## src/design/discovery_pkg.sv

```systemverilog
package discovery_pkg;

	// protocol select codes
	localparam logic [1:0] PROTO_EXT  = 2'h0;
	localparam logic [1:0] PROTO_DUAL = 2'h1;
	localparam logic [1:0] PROTO_QUAD = 2'h2;

	// phase lengths in bits or serial clocks
	localparam logic [5:0] CMD_BITS        = 6'h08;
	localparam logic [5:0] ADDR_BITS       = 6'h18;
	localparam logic [5:0] DUMMY_EXT_DUAL  = 6'h08;
	localparam logic [5:0] DUMMY_QUAD      = 6'h0A;

	localparam int         TABLE_AW        = 11;
	localparam int         FIFO_WORDS      = 8;
	localparam int         BYTE_W          = 8;
	localparam logic [7:0] DEFAULT_OPCODE  = 8'h5A;
	localparam logic [7:0] ERASED_BYTE     = 8'hFF;

	// reset values of the synchroniser stages
	localparam logic [2:0] SCLK_SYNC_RST   = 3'h0;
	localparam logic [1:0] CS_SYNC_RST     = 2'h3;

	typedef enum logic [5:0] {
		ST_IDLE   = 6'h01,
		ST_CMD    = 6'h02,
		ST_ADDR   = 6'h04,
		ST_DUMMY  = 6'h08,
		ST_DATA   = 6'h10,
		ST_IGNORE = 6'h20
	} state_t;

endpackage

```

## src/design/byte_fifo_if.sv

```systemverilog
`timescale 1ns/1ps
interface byte_fifo_if #(
	parameter int WIDTH = 8
);
	logic [WIDTH-1:0] wdata;
	logic             wvalid;
	logic             wready;
	logic [WIDTH-1:0] rdata;
	logic             rvalid;
	logic             rready;
	logic             flush;

	modport producer (output wdata, output wvalid, output flush,
		input wready);
	modport consumer (input rdata, input rvalid, output rready);
	modport buffer (input wdata, input wvalid, input flush,
		input rready, output wready, output rdata, output rvalid);
endinterface

```

## src/design/byte_fifo.sv

```systemverilog
`timescale 1ns/1ps
module byte_fifo #(
	parameter int WIDTH = 8,
	parameter int DEPTH = 8
) (
	input wire logic     clk,
	input wire logic     rst,
	byte_fifo_if.buffer  port
);
	localparam int AW = $clog2(DEPTH);

	if (DEPTH < 2 || (1 << AW) != DEPTH || WIDTH < 1) begin : g_chk
		$error("byte_fifo: DEPTH must be a power of two >= 2");
	end

	typedef struct packed {
		logic [DEPTH-1:0][WIDTH-1:0] mem;
		logic [AW-1:0]               wp;
		logic [AW-1:0]               rp;
		logic [AW:0]                 cnt;
	} fifo_state_t;

	fifo_state_t r;
	fifo_state_t next_r;
	logic        push;
	logic        pop;

	assign port.wready = r.cnt != (AW + 1)'(DEPTH);
	assign port.rvalid = r.cnt != '0;
	assign port.rdata  = r.mem[r.rp];
	assign push        = port.wvalid & port.wready;
	assign pop         = port.rvalid & port.rready;

	always_comb begin
		next_r = r;
		if (port.flush) begin
			next_r.wp  = '0;
			next_r.rp  = '0;
			next_r.cnt = '0;
		end else begin
			if (push) begin
				next_r.mem[r.wp] = port.wdata;
				next_r.wp        = r.wp + 1'b1;
			end
			if (pop)
				next_r.rp = r.rp + 1'b1;
			if (push && !pop)
				next_r.cnt = r.cnt + 1'b1;
			else if (pop && !push)
				next_r.cnt = r.cnt - 1'b1;
		end
	end

	always_ff @(posedge clk) begin
		if (rst)
			r <= '0;
		else
			r <= next_r;
	end
endmodule

```

## src/design/discovery_table_read.sv

```systemverilog
// Notes on behaviour
// - chip select low, then command byte, then three address bytes.
// - extended and dual protocols insert eight dummy clocks before data.
// - quad protocol inserts ten dummy clocks before data.
// - data starts at received address and advances one byte each.
// - pointer wraps from the last of 2048 bytes to zero.
// - chip select high stops driving and abandons the transfer.
// - always continuous; no burst wrap length applies.
// - bytes 00h-03h signature 53h 46h 44h 50h; revision 00h, 01h.
// - 06h gives header count 00h, 07h gives FFh.
// - first parameter header fields at 08h through 0Fh.
// - locations 10h through 2Fh return FFh.
// - 30h erase size 01b, granularity 1, bits 3-4 zero, 7:5 ones.
// - 31h returns 20h, the 4KB erase opcode.
// - 32h reports fast read modes, address field 00b; 33h FFh.
// - 34h-37h give size in bits minus one, low byte first.
// - 38h/39h describe the 1-4-4 read.
// - 3Ah/3Bh describe the 1-1-4 read.
// - 3Ch/3Dh describe the 1-1-2 read.
// - 3Eh/3Fh describe the 1-2-2 read.
// - 40h read modes, 41h-45h FFh, 46h/47h 2-2-2, 48h-49h FFh.
// - 4Ah/4Bh describe the 4-4-4 read.
// - erase types at 4Ch-4Fh; 50h-53h return 00h.
// - each input bit is sampled on the serial clock rising edge.
`timescale 1ns/1ps
module discovery_table_read
	import discovery_pkg::*;
#(
	parameter logic [7:0] OPCODE     = DEFAULT_OPCODE,
	parameter int         FIFO_DEPTH = FIFO_WORDS
) (
	input  wire logic       REF_CLK,
	input  wire logic       SRST,
	input  wire logic       CHIP_SELECT_N,
	input  wire logic       SERIAL_CLK,
	input  wire logic [3:0] DATA_LINES_IN,
	output logic      [3:0] DATA_LINES_OUT,
	output logic      [3:0] DATA_LINES_OE,
	input  wire logic [1:0] PROTOCOL,
	output logic            BUSY
);

	if (FIFO_DEPTH < 2) begin : g_chk
		$error("discovery_table_read: FIFO_DEPTH must be at least 2");
	end

	typedef struct packed {
		state_t                st;
		logic [2:0]            sclk_s;
		logic [1:0]            cs_s;
		logic [3:0]            din_s0;
		logic [3:0]            din_s1;
		logic [7:0]            sh_in;
		logic [23:0]           addr;
		logic [5:0]            cnt;
		logic [TABLE_AW-1:0]   ptr;
		logic [7:0]            sh_out;
		logic [3:0]            left;
		logic [3:0]            dout;
		logic [3:0]            doe;
	} core_t;

	core_t r;
	core_t next_r;

	byte_fifo_if #(.WIDTH(BYTE_W)) q ();

	byte_fifo #(
		.WIDTH (BYTE_W),
		.DEPTH (FIFO_DEPTH)
	) u_fifo (
		.clk  (REF_CLK),
		.rst  (SRST),
		.port (q.buffer)
	);

	// lines carried per serial clock in the active protocol
	function automatic logic [2:0] lanes(input logic [1:0] p);
		unique case (p)
			PROTO_QUAD: return 3'h4;
			PROTO_DUAL: return 3'h2;
			default:    return 3'h1;
		endcase
	endfunction

	function automatic logic [23:0] shift_bits(input logic [23:0] v,
		input logic [3:0] d, input logic [1:0] p);
		unique case (p)
			PROTO_QUAD: return {v[19:0], d};
			PROTO_DUAL: return {v[21:0], d[1:0]};
			default:    return {v[22:0], d[0]};
		endcase
	endfunction

	// top bits of a byte placed on the output lines
	function automatic logic [3:0] place(input logic [7:0] b,
		input logic [1:0] p);
		unique case (p)
			PROTO_QUAD: return b[7:4];
			PROTO_DUAL: return {2'h0, b[7:6]};
			default:    return {2'h0, b[7], 1'b0};
		endcase
	endfunction

	function automatic logic [3:0] drive_mask(input logic [1:0] p);
		unique case (p)
			PROTO_QUAD: return 4'hF;
			PROTO_DUAL: return 4'h3;
			default:    return 4'h2;
		endcase
	endfunction

	// dummy clocks between address and data
	function automatic logic [5:0] dummy_clocks(input logic [1:0] p);
		unique case (p)
			PROTO_QUAD: return DUMMY_QUAD;
			default:    return DUMMY_EXT_DUAL;
		endcase
	endfunction

	// mode-bit count above dummy count, as in every fast read entry
	function automatic logic [7:0] read_mode_byte(
		input logic [2:0] mode_bits, input logic [4:0] dummies);
		return {mode_bits, dummies};
	endfunction

	function automatic logic [7:0] discovery_byte(
		input logic [TABLE_AW-1:0] a);
		unique case (a)
			11'h000: return 8'h53;
			11'h001: return 8'h46;
			11'h002: return 8'h44;
			11'h003: return 8'h50;
			11'h004: return 8'h00;
			11'h005: return 8'h01;
			11'h006: return 8'h00;
			11'h007: return 8'hFF;
			11'h008: return 8'h00;
			11'h009: return 8'h00;
			11'h00A: return 8'h01;
			11'h00B: return 8'h09;
			11'h00C: return 8'h30;
			11'h00D: return 8'h00;
			11'h00E: return 8'h00;
			11'h00F: return 8'hFF;
			11'h010: return ERASED_BYTE;
			11'h011: return ERASED_BYTE;
			11'h012: return ERASED_BYTE;
			11'h013: return ERASED_BYTE;
			11'h014: return ERASED_BYTE;
			11'h015: return ERASED_BYTE;
			11'h016: return ERASED_BYTE;
			11'h017: return ERASED_BYTE;
			11'h018: return ERASED_BYTE;
			11'h019: return ERASED_BYTE;
			11'h01A: return ERASED_BYTE;
			11'h01B: return ERASED_BYTE;
			11'h01C: return ERASED_BYTE;
			11'h01D: return ERASED_BYTE;
			11'h01E: return ERASED_BYTE;
			11'h01F: return ERASED_BYTE;
			11'h020: return ERASED_BYTE;
			11'h021: return ERASED_BYTE;
			11'h022: return ERASED_BYTE;
			11'h023: return ERASED_BYTE;
			11'h024: return ERASED_BYTE;
			11'h025: return ERASED_BYTE;
			11'h026: return ERASED_BYTE;
			11'h027: return ERASED_BYTE;
			11'h028: return ERASED_BYTE;
			11'h029: return ERASED_BYTE;
			11'h02A: return ERASED_BYTE;
			11'h02B: return ERASED_BYTE;
			11'h02C: return ERASED_BYTE;
			11'h02D: return ERASED_BYTE;
			11'h02E: return ERASED_BYTE;
			11'h02F: return ERASED_BYTE;
			11'h030: return 8'hE5;
			11'h031: return 8'h20;
			11'h032: return 8'hF1;
			11'h033: return 8'hFF;
			11'h034: return 8'hFF;
			11'h035: return 8'hFF;
			11'h036: return 8'hFF;
			11'h037: return 8'h03;
			11'h038: return read_mode_byte(3'h1, 5'h09);
			11'h039: return 8'hEB;
			11'h03A: return read_mode_byte(3'h1, 5'h07);
			11'h03B: return 8'h6B;
			11'h03C: return read_mode_byte(3'h0, 5'h08);
			11'h03D: return 8'h3B;
			11'h03E: return read_mode_byte(3'h1, 5'h07);
			11'h03F: return 8'hBB;
			11'h040: return 8'hFF;
			11'h041: return ERASED_BYTE;
			11'h042: return ERASED_BYTE;
			11'h043: return ERASED_BYTE;
			11'h044: return ERASED_BYTE;
			11'h045: return ERASED_BYTE;
			11'h046: return read_mode_byte(3'h1, 5'h07);
			11'h047: return 8'hBB;
			11'h048: return ERASED_BYTE;
			11'h049: return ERASED_BYTE;
			11'h04A: return read_mode_byte(3'h1, 5'h09);
			11'h04B: return 8'hEB;
			11'h04C: return 8'h0C;
			11'h04D: return 8'h20;
			11'h04E: return 8'h10;
			11'h04F: return 8'hD8;
			11'h050: return 8'h00;
			11'h051: return 8'h00;
			11'h052: return 8'h00;
			11'h053: return 8'h00;
			// everything above 53h
			default: return ERASED_BYTE;
		endcase
	endfunction

	logic       sclk_rise;
	logic       sclk_fall;
	logic       cs_high;
	logic [2:0] w;
	logic [5:0] cnt_lanes;
	logic [5:0] cnt_one;
	logic [5:0] dummy_len;
	logic [23:0] shifted;

	// edges seen on the second and third synchroniser stages
	assign sclk_rise = r.sclk_s[1] & ~r.sclk_s[2];
	assign sclk_fall = ~r.sclk_s[1] & r.sclk_s[2];
	assign cs_high   = r.cs_s[1];
	assign w         = lanes(PROTOCOL);
	assign cnt_lanes = r.cnt + {3'h0, w};
	assign cnt_one   = r.cnt + 6'h01;
	assign shifted   = shift_bits(r.addr, r.din_s1, PROTOCOL);
	assign dummy_len = dummy_clocks(PROTOCOL);

	// table bytes are queued ahead of the shifter from address capture on
	assign q.wvalid = (r.st == ST_DUMMY || r.st == ST_DATA) && !cs_high;
	assign q.wdata  = discovery_byte(r.ptr);
	assign q.flush  = cs_high;
	assign q.rready = (r.st == ST_DATA) && !cs_high && sclk_fall
		&& r.left == 4'h0;

	assign DATA_LINES_OUT = r.dout;
	assign DATA_LINES_OE  = r.doe;
	assign BUSY           = r.st != ST_IDLE;

	always_comb begin
		next_r        = r;
		next_r.sclk_s = {r.sclk_s[1:0], SERIAL_CLK};
		next_r.cs_s   = {r.cs_s[0], CHIP_SELECT_N};
		next_r.din_s0 = DATA_LINES_IN;
		next_r.din_s1 = r.din_s0;

		// continuous pointer; no burst wrap length is consulted
		if (q.wvalid && q.wready)
			next_r.ptr = r.ptr + 1'b1;

		if (cs_high) begin
			// deselect ends any phase at once
			next_r.st   = ST_IDLE;
			next_r.doe  = 4'h0;
			next_r.cnt  = 6'h00;
			next_r.left = 4'h0;
		end else begin
			unique case (r.st)
				ST_IDLE: begin
					next_r.st  = ST_CMD;
					next_r.cnt = 6'h00;
				end
				ST_CMD: begin
					if (sclk_rise) begin
						next_r.sh_in = 8'(shift_bits({16'h0, r.sh_in},
							r.din_s1, PROTOCOL));
						next_r.cnt   = cnt_lanes;
						if (cnt_lanes >= CMD_BITS) begin
							next_r.cnt = 6'h00;
							next_r.st  = (next_r.sh_in == OPCODE)
								? ST_ADDR : ST_IGNORE;
						end
					end
				end
				ST_ADDR: begin
					if (sclk_rise) begin
						next_r.addr = shifted;
						next_r.cnt  = cnt_lanes;
						if (cnt_lanes >= ADDR_BITS) begin
							next_r.cnt = 6'h00;
							next_r.ptr = shifted[TABLE_AW-1:0];
							next_r.st  = ST_DUMMY;
						end
					end
				end
				ST_DUMMY: begin
					if (sclk_rise) begin
						next_r.cnt = cnt_one;
						if (cnt_one >= dummy_len) begin
							next_r.st   = ST_DATA;
							next_r.left = 4'h0;
						end
					end
				end
				ST_DATA: begin
					// shift out on falling edges, MSB first
					if (sclk_fall) begin
						next_r.doe = drive_mask(PROTOCOL);
						if (r.left == 4'h0) begin
							if (q.rvalid) begin
								next_r.dout   = place(q.rdata, PROTOCOL);
								next_r.sh_out = q.rdata << w;
								next_r.left   = 4'h8 - {1'b0, w};
							end
						end else begin
							next_r.dout   = place(r.sh_out, PROTOCOL);
							next_r.sh_out = r.sh_out << w;
							next_r.left   = r.left - {1'b0, w};
						end
					end
				end
				ST_IGNORE: begin
					next_r.doe = 4'h0;
				end
				default: begin
					next_r.st = ST_IDLE;
				end
			endcase
		end
	end

	always_ff @(posedge REF_CLK) begin
		if (SRST) begin
			r        <= '0;
			r.st     <= ST_IDLE;
			r.sclk_s <= SCLK_SYNC_RST;
			r.cs_s   <= CS_SYNC_RST;
		end else begin
			r <= next_r;
		end
	end
endmodule

```

## config.mk

```make
export PLATFORM = sky130hd
export DESIGN_NAME = discovery_table_read
export DESIGN_NICKNAME = d
export VERILOG_FILES = /design/src/design/discovery_pkg.sv /design/src/design/byte_fifo_if.sv /design/src/design/byte_fifo.sv /design/src/design/discovery_table_read.sv
export SDC_FILE = /design/constraint.sdc
export NUM_CORES = 1
export LEC_CHECK = 0
export ABC_AREA = 1
export BUFFER_PORTS_ARGS = -buffer_cell sky130_fd_sc_hd__buf_4
export CORE_UTILIZATION = 33
export CTS_CLUSTER_SIZE = 24
export DETAILED_ROUTE_END_ITERATION = 10
export GPL_TIMING_DRIVEN = 0
export PLACE_DENSITY = 0.53
export SETUP_SLACK_MARGIN = 0.1
export SLEW_MARGIN = 20
export SYNTH_ARGS = -nofsm -noshare
export SYNTH_HDL_FRONTEND = slang
export SYNTH_SLANG_ARGS = --single-unit
```

## constraint.sdc

```tcl
create_clock -name REF_CLK -period 5.59 [get_ports REF_CLK]
set_input_delay 0.2795 -clock REF_CLK [delete_from_list [all_inputs] [get_ports REF_CLK]]
set_output_delay 0.2795 -clock REF_CLK [all_outputs]
set_load 0.02 [all_outputs]
```

==> results.yml, run 1 <==
drt:
  drt-total-wl_microns: 24800
  vias: 8113
  drc: 0
  drtIter0Drc: 708
  drt-pass1-iter-count: 7
  vias_per_cell: 5.02
  wl_per_cell_microns: 15.4
  antenna_left: 0
worst_setup_path:
  cp_common_cell: "inv_1"
  cp.required_ps: 5900
  endpoint_kind: "register"
  critPathBufInv: 4
  critPathTopFamily: "simple AND/OR/NAND/NOR gates"
  cpPeakStageDelay_ps: 630
  criticalPathCategory: "reg -> reg"
  start_kind: "register"
  arrival_ps: 4060
  cp_slowest_cell: "nor4_4"
  path_max_fanout: 10
  crit_path_cell_trace: "nor4_4 -> inv_1 -> clkbuf_1 -> nor3_1 -> inv_1 -> ha_1 -> inv_1 -> ha_1 -> and3_1 -> a211oi_1 -> nor2_1 -> nor2_1 -> nand2_1 -> o21ai_0 -> a21oi_1"
job:
  maxCapViolCount: 0
power_and_ir_drop:
  power_per_cell_area_mw_per_mm2: 252
  leakage_nw: 3.84
  ir_drop_mv: 0.150
timing:
  final-hold-violation-count: 0
  maxSlewHeadroom_pct: 50.7
  rsz0062_at_grt: "false"
  worstMarginPinSlew_ps: 739
  timing.final.crit_share_pct: 67.0
  finalMaxSlewViolations: 0
  finClkSkew_ps: 10.6
  min_period_ps: 3740
  setup_viol: 0
  tns_ps: 0
  max_freq_mhz: 267
  worst_slack_ps: 1850
cells_and_area:
  design_area_sq_mm: 0.00960
  antenna_cells: 0
  nets: 1309
  drive_above_1_share_pct: 9.17
  syn2layout_area_growth_pct: 13.8
  stdcell_count: 1617
  finish.utilization_pct: 38.2
  fill_cells: 2772
floorplanning:
  design.core.area_sq_mm: 0.0251
  chipHeight_microns: 162
  initial_core_util_pct: 33.6
  ios: 19
  die_area_sq_mm: 0.0262
  row_count: 58
  die_w_microns: 162
grt:
  gr-total-overflow: 0
  grt_pass1_wl_microns: 39700
  grtUsageMet2_pct: 31.5
  met1_usage_pct: 26.0
  grt_max_degree: 17
  busiest_layer: "met2"
  gr-usage-all-layers_pct: 19.5
  grt_pass1_vias: 7542
  grt_use_met3_pct: 2.78
  antenna_found_initial: 0
synthesis:
  synth_area_leaders: "dfxtp_1, nand2_1, a21oi_1"
  yosys.area.top_type_share_pct: 36.5
  synth_area_sq_mm: 0.00844
  synth-edff-count: 0
  ys_types: 48
  synthesis.nets: 1272
  avgSynthCellArea_sq_um: 6.82
  synth_seq_cells: 154
  ys_async_sr_fraction_pct: 0
  ys_warn_count: 0
  yosys_most_used_dff: "dfxtp_1"
  yosysMostFrequentCell: "nand2_1"
  synth_common_cells: "nand2_1, inv_1, dfxtp_1"
  syn_inst: 1237
  yosys.area.top_type: "dfxtp_1"
  seq_area_frac_synth_pct: 36.5
clocking:
  cts_tree: "built"
  cts-root-buf: "clkbuf_16"
  hold_buffers: 0
  clk_pin_slew_worst_paths_ps: 70
  cts_buffers: 17
  cts_sinks: 154
  cts_setup_buffers: 0
  clockBufferDepth: 2
  ctsResizeCount: 0
  clk_latency_ps: 430
  cts-htree-levels: 4
placement:
  port_buffers: 18
  hpwl_microns: 18300
  dp.cells: 1585
  gp_congestion: 0.913
  dpl-instance-area_sq_mm: 0.00898
  dp_slack_ps: 1670
min_path:
  hold_path.class: "in -> reg"
status:
  status: "finished, final reports clean"
-- worst paths after layout --
path	startpoint	endpoint	slack, ps	depth (start not counted)
max	r[9]$_SDFFE_PP0P_	u_fifo.r[3]$_SDFFE_PP0P_	1850	15
min	CHIP_SELECT_N	next_r[78]$_SDFF_PP1_	40	2
max reg2reg	r[9]$_SDFFE_PP0P_	u_fifo.r[3]$_SDFFE_PP0P_	1850	15
min reg2reg	next_r[71]$_SDFF_PP0_	r[71]$_SDFF_PP0_	400	2
-- metrics by stage --
stage / power [mW] / hold slack, ps
final: 2.42 / 38.7
after global placement: 1.23 / 390
after CTS: 2.43 / 30.9
after floorplan: 1.20 / 383
after global routing: 2.50 / 40.8
after detailed placement: 1.23 / 392
-- registers in the layout, indices dropped and copies added, names as in the netlist, named ones only --
| signal | flops |
|---|---|
| DATA_LINES_OE | 3 |
| cs_high | 1 |
| DATA_LINES_OUT | 4 |
| next_r | 7 |
| u_fifo.r | 74 |
| r | 57 |
-- report_power, final --
part / internal [mW] / switching [mW]
Combinational: 0.0295 / 0.0741
Clock: 0.721 / 0.488
Sequential: 1.10 / 0.00261
Total: 1.85 / 0.564
-- layer usage --
layer,share of wire [%],vias up
li1,-,4144
met1,48,3707
met2,45,214
met3,4.2,48
met4,3.0,0
met5,0,-
-- cells by family (layout without fill, tap and decap cells) --
kind of cell | Yosys count | in the layout | synth area share, %
AOI/OAI and AO/OA | 331 | 331 | 21.0
DFF | 154 | 154 | 36.5
xor gates and xnor gates | 15 | 15 | 1.56
adders and majority gates | 25 | 25 | 3.80
and+or+nand+nor | 468 | 468 | 25.3
buffers and inverters | 243 | 293 | 11.7
muxes | 1 | 1 | 0.119
-- final cells by class --
type | instances | area (sq um) | share of cell area (%)
Multi-Input combinational cell | 840 | 4370 | 45.5
Timing Repair Buffer | 18 | 135 | 1.41
Inverter | 184 | 693 | 7.22
Buffer | 59 | 298 | 3.10
Sequential cell | 154 | 3080 | 32.1
Clock inverter | 12 | 161 | 1.68
Clock buffer | 20 | 447 | 4.65
Tap cell | 330 | 413 | 4.30
-- layout by cell type (no fill, tap or decap), types with 13 or more instances in the layout --
| cell | synthesis | routed |
|---|---|---|
| dfxtp_1 | 154 | 154 |
| ha_1 | 24 | 24 |
| a211oi_1 | 14 | 14 |
| o21ai_0 | 129 | 129 |
| a21oi_1 | 149 | 149 |
| nor3_1 | 13 | 13 |
| nor2_1 | 75 | 75 |
| nand3_1 | 92 | 92 |
| buf_4 | 9 | 27 |
| nand2_1 | 232 | 232 |
| inv_1 | 169 | 169 |
| clkbuf_16 | 0 | 17 |
| clkbuf_1 | 34 | 36 |
(Power assumes the default switching activity.)
==> run 2, diff against run 1 <==
ABC_AREA = 0   (was 1)
PLACE_DENSITY = 0.55   (was 0.53)
clock period = 3 ns   (was 5.59 ns; I/O delays follow)
==> results.yml, run 2 <==
synthesis:
  synth_seq_cells: 154
  seq_area_frac_synth_pct: 37.0
  synth-edff-count: 0
  yosys.area.top_type: "dfxtp_1"
  synth_common_cells: "nor2_1, dfxtp_1, a211oi_1"
  synthesis.nets: 1011
  syn_inst: 976
  ys_warn_count: 0
  synth_area_sq_mm: 0.00834
  synth_area_leaders: "dfxtp_1, nor2_1, a211oi_1"
  avgSynthCellArea_sq_um: 8.54
  ys_async_sr_fraction_pct: 0
  yosys.area.top_type_share_pct: 37.0
  yosysMostFrequentCell: "nor2_1"
  yosys_most_used_dff: "dfxtp_1"
  ys_types: 78
drt:
  wl_per_cell_microns: 17.2
  drc: 0
  vias: 7689
  drt-total-wl_microns: 24500
  drtIter0Drc: 497
  vias_per_cell: 5.41
  wl_met2_microns: 11700
  wl_met3_microns: 980
  drt-pass1-iter-count: 5
  antenna_left: 0
  top_layer: "met4"
  wl_met1_microns: 11500
placement:
  dp_slack_ps: -1260
  dpl-instance-area_sq_mm: 0.00896
  port_buffers: 17
  hpwl_microns: 16700
  gp_congestion: 0.879
timing:
  max_freq_mhz: 294
  setup_viol: 11
  worst_slack_ps: -402
  finClkSkew_ps: 10.7
  hold_ws_ps: 380
  timing.final.crit_share_pct: 113
  final-hold-violation-count: 0
  finalMaxSlewViolations: 0
  worstMarginPinSlew_ps: 836
  maxSlewHeadroom_pct: 44.2
  rsz0062_at_grt: "true"
  min_period_ps: 3400
  tns_ps: -3450
clocking:
  clockBufferDepth: 2
  cts-htree-levels: 4
  cts_buffers: 17
  clk_latency_ps: 420
  cts_tree: "built"
  cts_sinks: 154
  clk_pin_slew_worst_paths_ps: 70
  cts-root-buf: "clkbuf_16"
cells_and_area:
  design_area_sq_mm: 0.0107
  mostFrequentLayoutCells: "nor2_1, dfxtp_1, buf_4, a211oi_1, a21oi_1"
  drive_above_1_share_pct: 26.2
  nets: 1119
  antenna_cells: 0
  top_register: "u_fifo.r"
  largest_reg_flops: 74
  final_common_cell: "nor2_1"
  syn2layout_area_growth_pct: 28.7
status:
  violations: "setup timing"
  status: "finished, violations left"
worst_setup_path:
  cp_common_cell: "buf_6"
  start_kind: "register"
  regToRegSetupSlack_ps: -400
  endpoint_kind: "register"
  cp.required_ps: 3310
  path_max_fanout: 5
  criticalPathCategory: "reg -> reg"
  arrival_ps: 3710
  critPathBufInv: 3
  cp_slowest_cell: "or3_4"
  crit_path_cell_trace: "buf_6 -> nor4_4 -> nand3b_4 -> or3_4 -> or3_4 -> buf_6 -> nor2_4 -> mux2i_4 -> nor2_4 -> buf_6 -> ha_4 -> a211oi_4 -> nor2_1 -> a221o_1"
  reg2reg_from: "r[85]$_SDFFE_PP0P_"
  r2r_cells: 14
  cpPeakStageDelay_ps: 360
  critPathTopFamily: "simple AND/OR/NAND/NOR gates"
job:
  maxCapViolCount: 0
floorplanning:
  chipHeight_microns: 161
  die_area_sq_mm: 0.0259
  design.core.area_sq_mm: 0.0245
  initial_core_util_pct: 34.0
  row_count: 57
  ios: 19
  die_w_microns: 161
power_and_ir_drop:
  power_per_cell_area_mw_per_mm2: 411
  pwr-share-seq_pct: 46.6
  combPwrFrac_pct: 5.0
  ir_drop_mv: 0.383
  p_int_mw: 3.26
  leakage_nw: 3.74
  p_sw_mw: 1.15
  pwr-share-clk_pct: 48.4
  switching_share_pct: 26.0
  total_power_mw: 4.41
min_path:
  min_from: "PROTOCOL[1]"
  hold_path.class: "in -> reg"
  worstHoldPathCells: 5
  worstHoldEndpoint: "r[8]$_SDFFE_PP0P_"
grt:
  grt_pass1_wl_microns: 40200
  gr-usage-all-layers_pct: 19.5
  antenna_found_initial: 0
  gr-total-overflow: 0
  grt_pass1_vias: 7482
  grt_max_degree: 18
## run 2: cell count changes in the layout (fill, tap and decap cells not counted), moves of 22 or more
cell	previous run	this run
nand2_1	232	41
inv_1	169	17
a21oi_1	149	49
o21ai_0	129	30
nor2_1	75	169
nand3_1	92	17
buf_4	27	89
a211oi_1	14	74
mux2i_1	1	23
## run 2: how the worst max path moves through the flow
stage / startpoint / endpoint / slack [ps] / cells after the start
after floorplan: r[83]$_SDFFE_PP0P_ / u_fifo.r[3]$_SDFFE_PP0P_ / -370 / 14
after global placement: PROTOCOL[1] / register / -1230 / 17
after detailed placement: PROTOCOL[1] / register / -1260 / 17
after CTS: r[83]$_SDFFE_PP0P_ / u_fifo.r[3]$_SDFFE_PP0P_ / -440 / 14
after global routing: r[85]$_SDFFE_PP0P_ / register / -550 / 15
final: r[85]$_SDFFE_PP0P_ / register / -400 / 14
## run 2: timing repair
action,4_1_cts,5_1_grt
hold buffers,6,0
setup buffers,39,30
endpoints found under the setup margin,101,103
gates resized for setup,107,70
pin swaps,34,31
hold endpoints to repair,6,0
## run 2: cell type report
type                       instances  area [sq um]
buffer                            76           443
clock buffer                      18           439
clock inverter                    14           146
fill                            2396         13800
inverter                          25          97.6
multi-input combinational        719          5380
sequential                       154          3100
tap                              324           405
timing repair buffer              91           724
## run 2: stage by stage
step,utilization (%),instances
global route,43.7,1421
detailed placement,36.5,1317
floorplan,-,976
global placement,36.5,1317
CTS,42.2,1394
finish,43.7,1421
## run 2: worst register-to-register path, stage by stage (launching register included)
cell and delay [ps]:
dfxtp_1 310, buf_6 120, nor4_4 340, nand3b_4 110
or3_4 360, or3_4 340, buf_6 130, nor2_4 120
mux2i_4 320, nor2_4 90, buf_6 160, ha_4 180
a211oi_4 290, nor2_1 90, a221o_1 320
## run 2: per-layer routing
metal | GRT usage, % | vias up
li1 | - | 3763
met1 | 26.5 | 3719
met2 | 31.9 | 182
met3 | 2.82 | 25
met4 | 5.53 | 0
met5 | 0 | -
## run 2: logic make-up after synthesis
family	Yosys count	share of synthesized area, %
AO/OA/AOI/OAI	265	22.3
buffers and inverters	103	5.27
multiplexers	45	7.83
flip-flops	154	37.0
AND/OR/NAND/NOR	353	20.5
XOR/XNOR	31	3.26
adder cells (fa/ha/maj)	25	3.84
## run 2: power groups by stage
stage | combinational [mW] | sequential (mW) | clock (mW)
2_1_floorplan | 0.134 | 2.10 | 0
3_3_place_gp | 0.203 | 2.10 | 0
3_5_place_dp | 0.202 | 2.10 | 0
4_1_cts | 0.217 | 2.05 | 2.16
5_1_grt | 0.242 | 2.05 | 2.24
6_report | 0.220 | 2.05 | 2.13
==> run 3, diff against run 2 <==
CELL_PAD_IN_SITES_DETAIL_PLACEMENT = 1   (was default)
CELL_PAD_IN_SITES_GLOBAL_PLACEMENT = 2   (was default)
CORE_UTILIZATION = 35   (was 33)
PLACE_DENSITY = 0.81   (was 0.55)
==> results.yml, run 3 (same netlist as run 2, synthesis figures left out) <==
power_and_ir_drop:
  ir_drop_mv: 0.371
  leakage_nw: 3.75
  total_power_mw: 4.46
  power_per_cell_area_mw_per_mm2: 412
drt:
  vias: 7857
  vias_per_cell: 5.55
  drc: 0
  drt-pass1-iter-count: 5
  drtIter0Drc: 414
  antenna_left: 0
  drt-total-wl_microns: 28300
  wl_per_cell_microns: 20.0
floorplanning:
  die_area_sq_mm: 0.0244
  row_count: 56
  ios: 19
  design.core.area_sq_mm: 0.0234
  die_w_microns: 156
  chipHeight_microns: 156
  initial_core_util_pct: 35.6
cells_and_area:
  largest_reg_flops: 74
  top_register: "u_fifo.r"
  antenna_cells: 0
  drive_above_1_share_pct: 27.0
  syn2layout_area_growth_pct: 29.8
  final_common_cell: "nor2_1"
  nets: 1118
  stdcell_count: 1415
  mostFrequentLayoutCells: "nor2_1, dfxtp_1, buf_4, a211oi_1, a21oi_1"
worst_setup_path:
  regToRegSetupSlack_ps: -460
  reg2reg_from: "r[82]$_SDFFE_PP1P_"
  start_kind: "register"
  endpoint_kind: "register"
  criticalPathCategory: "reg -> reg"
  r2r_cells: 13
  cp.required_ps: 3360
  arrival_ps: 3830
  path_max_fanout: 2
  timing.rr.end: "u_fifo.r[3]$_SDFFE_PP0P_"
min_path:
  worstHoldPathCells: 5
  hold_path.class: "in -> reg"
  min_from: "PROTOCOL[1]"
  worstHoldEndpoint: "r[8]$_SDFFE_PP0P_"
status:
  status: "finished, violations left"
  violations: "setup timing"
clocking:
  clockBufferDepth: 2
  cts_buffers: 17
  cts-root-buf: "clkbuf_16"
  cts-htree-levels: 4
  clk_latency_ps: 440
  cts_tree: "built"
  clk_pin_slew_worst_paths_ps: 70
  cts_sinks: 154
grt:
  antenna_found_initial: 0
  grt_max_degree: 18
  gr-total-overflow: 0
  grt_pass1_wl_microns: 44600
  gr-usage-all-layers_pct: 23.8
  grt_pass1_vias: 7994
placement:
  dp.cells: 1312
  port_buffers: 17
  gp_congestion: 0.815
  hpwl_microns: 19000
  dp_slack_ps: -1320
timing:
  worst_slack_ps: -463
  tns_ps: -3780
  rsz0062_at_grt: "true"
  finClkSkew_ps: 16.6
  worstMarginPinSlew_ps: 827
  min_period_ps: 3460
  timing.final.crit_share_pct: 115
  final-hold-violation-count: 0
  max_freq_mhz: 289
  hold_ws_ps: 394
  finalMaxSlewViolations: 0
  setup_viol: 11
  maxSlewHeadroom_pct: 44.9
job:
  maxCapViolCount: 0
## run 3: cell types whose count changed in the layout (fill, tap and decap cells not counted), sizes merged
cell | before | now
clkinvlp | 0 | 1
clkbuf | 64 | 65
buf | 115 | 113
inv | 33 | 35
clkinv | 6 | 3
## run 3: report_power, final
group	internal (mW)	switching, mW
Clock	1.14	1.04
Combinational	0.0763	0.155
Sequential	2.05	0.00554
## run 3: area by class of cell
| class | instances | area [sq um] |
|---|---|---|
| multi-input cells | 719 | 5440 |
| flip-flops and latches | 154 | 3100 |
| well taps | 319 | 399 |
| repair buffers | 90 | 734 |
| clock inverters | 14 | 141 |
| inverters | 25 | 100 |
| plain buffers | 76 | 465 |
| fillers | 2734 | 12600 |
| clock buffers | 18 | 439 |
## run 3: timing repair
action,in CTS,in global routing
resized for setup,128,62
buffers inserted,39,28
setup endpoints to repair,102,82
pin swaps,38,31
hold buffers,6,0
endpoints found under the hold margin,6,0
## run 3: worst max-delay path, cell delays in order, from the launching register on
cell,delay [ps]
dfxtp_4,350
or4_4,530
buf_8,130
or2_4,250
or3b_4,400
or3_1,370
ha_2,210
inv_2,80
ha_4,190
a21o_1,160
a21oi_2,150
xnor2_1,100
or3_1,380
a21oi_2,110
## run 3: how the worst max path moves through the flow
stage	start	slack (ps)	depth (start not counted)	endpoint
after floorplan	r[83]$_SDFFE_PP0P_	-370	14	u_fifo.r[3]$_SDFFE_PP0P_
after global placement	PROTOCOL[1]	-1260	16	register
after detailed placement	PROTOCOL[1]	-1320	18	register
after CTS	r[83]$_SDFFE_PP0P_	-490	14	u_fifo.r[3]$_SDFFE_PP0P_
after global routing	r[82]$_SDFFE_PP1P_	-590	13	u_fifo.r[3]$_SDFFE_PP0P_
final	r[82]$_SDFFE_PP1P_	-460	13	u_fifo.r[3]$_SDFFE_PP0P_
## run 3: per-layer routing
layer / global-route usage (%) / share of wire (%) / vias to the layer above
li1: - / - / 3777
met1: 31.1 / 46 / 3913
met2: 40.4 / 49 / 142
met3: 2.77 / 2.9 / 25
met4: 8.03 / 1.8 / 0
met5: 0 / 0 / -
## run 3: through the flow
step | util (%) | instance area (sq um)
final | 46.2 | 10800
after global routing | 46.2 | 10800
after CTS | 44.5 | 10400
after detailed placement | 38.3 | 8950
after global placement | 38.3 | 8950
after floorplan | - | 8430
